<file path="src/include/hv_output_driver_regs.vh">
// Constants for the serial-to-parallel output driver
//
// Notes on behaviour
// Thirty-two shift stages and thirty-two latches, one per output.
// Each active shift clock edge shifts stages along, loading serial input; edges arriving while shiftHold has the 16-bit buffer full are dropped.
// Output one comes from stage one via latch and polarity logic.
// Serial output shows last stage, independent of latch and polarity.
// Shifting ignores latch strobe, blanking and polarity inputs.
// Latch strobe high makes latches transparent to the shift register.
// Latch strobe low holds latch contents despite further shifting.
// Blanking low with polarity low drives every output high.
// Blanking low with polarity high drives every output low.
// Blanking high, polarity low: outputs show complemented latch contents.
// Blanking and polarity high: outputs show latch contents unchanged.
// Contents undefined at power-up; controller loads and strobes first.
`ifndef HV_OUTPUT_DRIVER_REGS_VH
`define HV_OUTPUT_DRIVER_REGS_VH

`define HVD_CHANNELS      32
`define HVD_FIFO_DEPTH    16
`define HVD_FIFO_ADDR_W   4
`define HVD_SHIFT_RESET   32'h00000000
`define HVD_SYNC_RESET    2'h0
`define HVD_POL_SYNC_RESET 2'h3

`endif

</file>
<file path="src/rtl/hv_output_driver.v">
// Serial-to-parallel output driver with bit FIFO, latches and polarity logic
`timescale 1ns/10ps
`default_nettype none
`include "hv_output_driver_regs.vh"

////////////////////////////////////////////////////////////////////////////
module bit_fifo #(
    parameter WIDTH  = 1,
    parameter DEPTH  = `HVD_FIFO_DEPTH,
    parameter ADDR_W = `HVD_FIFO_ADDR_W
) (
    // Clock and reset
    input  wire             clock,
    input  wire             rst_n,
    // Filling side
    input  wire             inValid,
    output wire             inReady,
    input  wire [WIDTH-1:0] inData,
    // Draining side
    output wire             outValid,
    input  wire             outReady,
    output wire [WIDTH-1:0] outData
);
    reg [WIDTH-1:0]  mem [0:DEPTH-1];
    reg [ADDR_W-1:0] wrPtr_reg;
    reg [ADDR_W-1:0] rdPtr_reg;
    reg [ADDR_W:0]   count_reg;
    wire             doWrite;
    wire             doRead;
    reg [ADDR_W-1:0] wrPtr_next;
    reg [ADDR_W-1:0] rdPtr_next;
    reg [ADDR_W:0]   count_next;

    assign inReady  = (count_reg != DEPTH[ADDR_W:0]);
    assign outValid = (count_reg != {(ADDR_W+1){1'b0}});
    assign outData  = mem[rdPtr_reg];
    assign doWrite  = inValid & inReady;
    assign doRead   = outValid & outReady;

    always @(posedge clock) begin
        if (doWrite) begin
            mem[wrPtr_reg] <= inData;
        end
    end

    always @* begin
        wrPtr_next = wrPtr_reg;
        rdPtr_next = rdPtr_reg;
        count_next = count_reg;
        if (doWrite) begin
            wrPtr_next = wrPtr_reg + 1'b1;
        end
        if (doRead) begin
            rdPtr_next = rdPtr_reg + 1'b1;
        end
        if (doWrite & ~doRead) begin
            count_next = count_reg + 1'b1;
        end else if (doRead & ~doWrite) begin
            count_next = count_reg - 1'b1;
        end
    end

    always @(posedge clock or negedge rst_n) begin
        if (!rst_n) begin
            wrPtr_reg <= {ADDR_W{1'b0}};
            rdPtr_reg <= {ADDR_W{1'b0}};
            count_reg <= {(ADDR_W+1){1'b0}};
        end else begin
            wrPtr_reg <= wrPtr_next;
            rdPtr_reg <= rdPtr_next;
            count_reg <= count_next;
        end
    end
endmodule

////////////////////////////////////////////////////////////////////////////
module hv_output_driver #(
    parameter CHANNELS = `HVD_CHANNELS
) (
    // Clock and reset
    input  wire                clock,
    input  wire                rst_n,
    // Controller pins, asynchronous to clock
    input  wire                shiftClock,
    input  wire                serialIn,
    input  wire                latch_strobe_n,
    input  wire                blank_n,
    input  wire                polarity_sel,
    // Local stall of the shift stage
    input  wire                shiftHold,
    // Driven outputs
    output reg  [CHANNELS-1:0] hv_output,
    output reg                 serialOut,
    output reg                 bufferReady
);
    // Two-flop synchronisers; stage one read only by stage two
    reg [1:0] clkSync_reg;
    reg [1:0] dataSync_reg;
    reg [1:0] strobeSync_reg;
    reg [1:0] blankSync_reg;
    reg [1:0] polSync_reg;
    reg       clkPrev_reg;
    reg [CHANNELS-1:0] shift_reg;
    reg [CHANNELS-1:0] latch_reg;
    reg [CHANNELS-1:0] shift_next;
    reg [CHANNELS-1:0] latch_next;
    reg [CHANNELS-1:0] hvOutput_next;
    wire      clkRise;
    wire      fifoInReady;
    wire      fifoOutValid;
    wire      fifoOutData;
    wire      popBit;

    always @(posedge clock or negedge rst_n) begin
        if (!rst_n) begin
            clkSync_reg    <= `HVD_SYNC_RESET;
            dataSync_reg   <= `HVD_SYNC_RESET;
            strobeSync_reg <= `HVD_SYNC_RESET;
            blankSync_reg  <= `HVD_SYNC_RESET;
            // Blanked and all low from reset: no flash of every output
            polSync_reg    <= `HVD_POL_SYNC_RESET;
            clkPrev_reg    <= 1'b0;
        end else begin
            clkSync_reg    <= {clkSync_reg[0], shiftClock};
            dataSync_reg   <= {dataSync_reg[0], serialIn};
            strobeSync_reg <= {strobeSync_reg[0], latch_strobe_n};
            blankSync_reg  <= {blankSync_reg[0], blank_n};
            polSync_reg    <= {polSync_reg[0], polarity_sel};
            clkPrev_reg    <= clkSync_reg[1];
        end
    end

    ////////////////////////////////////////////////////////////////////////
    // rising shift edge
    // Rising edge taken: set-up and hold are quoted against it
    assign clkRise = clkSync_reg[1] & ~clkPrev_reg;

    // Buffer absorbs edges while the shift stage is held
    bit_fifo #(
        .WIDTH  (1),
        .DEPTH  (`HVD_FIFO_DEPTH),
        .ADDR_W (`HVD_FIFO_ADDR_W)
    ) bitBuffer (
        .clock    (clock),
        .rst_n    (rst_n),
        .inValid  (clkRise),
        .inReady  (fifoInReady),
        .inData   (dataSync_reg[1]),
        .outValid (fifoOutValid),
        .outReady (~shiftHold),
        .outData  (fifoOutData)
    );

    assign popBit = fifoOutValid & ~shiftHold;

    // thirty-two stages
    // shifting ignores strobe, blanking, polarity
    always @* begin
        shift_next = shift_reg;
        if (popBit) begin
            shift_next = {shift_reg[CHANNELS-2:0], fifoOutData};
        end
    end

    // reset value only for simulation tidiness
    always @(posedge clock or negedge rst_n) begin
        if (!rst_n) begin
            shift_reg <= `HVD_SHIFT_RESET;
        end else begin
            shift_reg <= shift_next;
        end
    end

    // transparent while strobe high
    // hold while strobe low
    always @* begin
        latch_next = latch_reg;
        if (strobeSync_reg[1]) begin
            latch_next = shift_reg;
        end
    end

    always @(posedge clock or negedge rst_n) begin
        if (!rst_n) begin
            latch_reg <= `HVD_SHIFT_RESET;
        end else begin
            latch_reg <= latch_next;
        end
    end

    ////////////////////////////////////////////////////////////////////////
    // Polarity and blanking per channel
    genvar ch;
    generate
        for (ch = 0; ch < CHANNELS; ch = ch + 1) begin : chanLogic
            // channel ch from stage ch
            always @* begin
                case ({blankSync_reg[1], polSync_reg[1]})
                    // all high
                    2'h0: hvOutput_next[ch] = 1'b1;
                    // all low
                    2'h1: hvOutput_next[ch] = 1'b0;
                    // inverted latch
                    2'h2: hvOutput_next[ch] = ~latch_reg[ch];
                    // latch unchanged
                    default: hvOutput_next[ch] = latch_reg[ch];
                endcase
            end
        end
    endgenerate

    always @(posedge clock or negedge rst_n) begin
        if (!rst_n) begin
            hv_output   <= `HVD_SHIFT_RESET;
            serialOut   <= 1'b0;
            bufferReady <= 1'b0;
        end else begin
            hv_output   <= hvOutput_next;
            // last stage to cascade
            serialOut   <= shift_reg[CHANNELS-1];
            bufferReady <= fifoInReady;
        end
    end
endmodule

`default_nettype wire

</file>
<file path="config.mk">
export PLATFORM = sky130hd
export DESIGN_NAME = hv_output_driver
export DESIGN_NICKNAME = d
export VERILOG_FILES = /design/src/rtl/hv_output_driver.v
export VERILOG_INCLUDE_DIRS = /design/src /design/src/include
export SDC_FILE = /design/constraint.sdc
export NUM_CORES = 1
export LEC_CHECK = 0
export BUFFER_PORTS_ARGS = -buffer_cell sky130_fd_sc_hd__buf_2
export CAP_MARGIN = 30
export CORE_MARGIN = 2
export CORE_UTILIZATION = 32
export DETAILED_ROUTE_END_ITERATION = 10
export GPL_ROUTABILITY_DRIVEN = 0
export PLACE_DENSITY = 0.48
export SYNTH_ARGS = -nofsm -noshare
export SYNTH_HDL_FRONTEND = slang
export SYNTH_SLANG_ARGS = --single-unit
</file>
<file path="constraint.sdc">
create_clock -name clock -period 3.43 [get_ports clock]
set_input_delay 0.5145 -clock clock [delete_from_list [all_inputs] [get_ports clock]]
set_output_delay 0.5145 -clock clock [all_outputs]
set_load 0.02 [all_outputs]
</file>
==> impl_results.md <==
- Status: finished, final reports clean
- Clock buffer count from CTS: 17
- Antenna Nets Post-Route: 0
- Vias in the first global route: just over 3,000
- Global-route wire length before repair: approximately 16,000 um
- VDD IR max: 0.000408 V
- Synth Instances: 369
- Syn avg cell area: 14.6 sq um
- H-tree Lvls: 4
- Initial antenna violation count: 0
- Die H: 134 um
- Slew HR: 57.0%
- Clk_lat worst skew: 410 ps
- Asr flop ratio synth: between 80% and 90%
- Worst-margin pin slew: 645 ps
- I/O pin cnt: 42
- Startpoint types: flip-flop
- Commonest non-fill, non-tap cell in the layout: dfrtp_1
- Initial DRC count: ~130
- DRT Pass-1 Iters: 4
- Max cap viols: 0
- Seq/Total Area, Yosys: between 60 and 70%
- CTS tree: yes
- Die area: 17,900 sq um
- Hold path endpoint: polSync_reg[0]
- Cell depth of the worst flop-to-flop path: 10
- FF-to-FF setup slack: 540 ps
- Remaining Overflow, GRT: 0
- R2R Path Start: bitBuffer.count_reg[1]
- Crit-path max FO: 9
- DRC: 0
- CTS clk-pin slew, worst paths: about 60 ps
- Crit. End Element: flip-flop
- Final Hold Fails: 0
- Detail Placement HPWL: 5330 um
- Hold Path Class: in2reg
- Static leakage: 2.83 nW
- # diodes: 0
- Nets: 434
- Commonest cells after routing, fill and taps aside: dfrtp_1 (120), mux2_2 (61), nand2_1 (42)
- Clk root buf: clkbuf_16
- Synth unique cells: 31
- Post-synth EDFFs: 16
- Overall Global Routing Usage: 11.1%
- Yosys reg bits: 138
- Crit path arrival time: 3210 ps
- Post-CTS resize count: 0
- Period utilization: 84.2%
- Maximum buffer depth of the clock tree: 2
- Port bufs: 41
- Setup CP Type: reg2reg
- Vias: 2,812
- Vias per cell: 4.33
- Post-Syn Area: 5390 sq um
- Die X: 134 um
- WP data required: 3750 ps
- Sink Count: around 140
- Min Tclk post-route: 2890 ps
- Main synth FF type: dfrtp_1
- Final Max Tran Viols: 0
- Min-delay src: polarity_sel
- Hold path cells: 1
- RSZ-0062 raised after global routing: no
- Final setup fails: 0
- Core area: approximately 17,000 sq um
- Share of cells above drive strength 1: between 30% and 40%
- Post-Syn Nets: a little under 400
- Final Power: 5.73 mW
- WL final: ~8600 um
- Synth warn: 0
- Power Density: 883 nW/um^2
- Area grow syn2layout: 20.2%
- Setup TNS: 0 ps
- Row count: 47
- Largest net degree at the start of global routing: 65
- Skew final: 12.1 ps
- Fmax achieved: 346 MHz
- R2R Path End: bitBuffer.count_reg[4]
- Initial Util: between 30% and 40%
- DR WL/cell: 13.3 um
## area by class of cell
type | instances | area (sq um)
Inverter | 8 | 30.0
Timing Repair Buffer | 48 | 308
Clock inverter | 10 | 139
Clock buffer | 22 | 474
Sequential cell | 138 | 3540
Tap cell | 220 | 275
Fill cell | 1554 | 10000
Multi-Input combinational cell | 203 | 1720
## cells in the mapped netlist, types with 5 or more instances
| library cell | count | area [sq um] |
|---|---|---|
| o21ai_0 | 5 | 25.0 |
| inv_1 | 8 | 30.0 |
| xnor2_1 | 7 | 61.3 |
| nand2_1 | 42 | 158 |
| ha_1 | 9 | 113 |
| mux2_2 | 61 | 687 |
| dfrtp_1 | 120 | 3000 |
| nor2_1 | 14 | 52.6 |
| edfxtp_1 | 16 | 480 |
| buf_2 | 8 | 40.0 |
| xor2_1 | 35 | 307 |
| clkbuf_1 | 7 | 26.3 |
## timing repair
item	4_1_cts	5_1_grt
hold buffers	1	0
buffers inserted	0	0
endpoints found under the hold margin	11	0
## through the flow
step	instance area, sq um	setup WS, ps	hold WS, ps	cells	utilization (%)
5_1_grt	6480	262	182	649	39.2
2_1_floorplan	5390	923	219	369	-
3_5_place_dp	5840	558	337	615	35.3
6_report	6480	544	203	649	39.2
3_3_place_gp	5810	701	334	614	35.2
4_1_cts	6460	534	185	648	39.1
## critical path, cell delays in order (launching register included)
cell and delay (ps):
dfrtp_1 420, nor4_2 470, nand2_1 130, and3b_1 300, ha_1 270, inv_1 140, ha_1 290, a21o_1 200
a21oi_1 180, mux2i_1 240, xnor2_1 150
## how the worst max path moves through the flow
stage,from,end,depth (start not counted)
floorplan,bitBuffer.count_reg[1],bitBuffer.count_reg[4],12
global placement,bitBuffer.count_reg[1],bitBuffer.count_reg[4],10
detailed placement,bitBuffer.count_reg[1],bitBuffer.count_reg[4],10
CTS,bitBuffer.count_reg[1],bitBuffer.count_reg[4],10
global route,bitBuffer.count_reg[1],bitBuffer.count_reg[4],10
finish,bitBuffer.count_reg[1],bitBuffer.count_reg[4],10
## where the power goes
group / leakage [nW] / internal (mW) / switching (mW)
Sequential: 1.61 / 2.21 / 0.363
Clock: 0.297 / 1.20 / 0.667
Combinational: 0.926 / 0.668 / 0.614
Total: 2.83 / 4.08 / 1.64
## layer usage
layer  GRT usage (%)  vias up  part of all wire, %
met5               0        -                    0
met4            4.96        0                  1.4
met3            3.44        9                  3.8
met2            18.4       43                   49
met1            13.4     1431                   46
li1                -     1329                    -
## cells by family (layout without fill, tap and decap cells)
| group | after synthesis | count (layout) | share of synthesized area [%] |
|---|---|---|---|
| xor+xnor | 42 | 42 | 6.82 |
| flops | 138 | 138 | 65.6 |
| simple gates | 69 | 69 | 5.54 |
| buf+inv | 28 | 88 | 2.69 |
| mux | 70 | 70 | 15.6 |
| compound gates | 12 | 12 | 1.32 |
| fa+ha+maj | 10 | 10 | 2.46 |
Note: power is estimated with default switching activity, not from simulation.
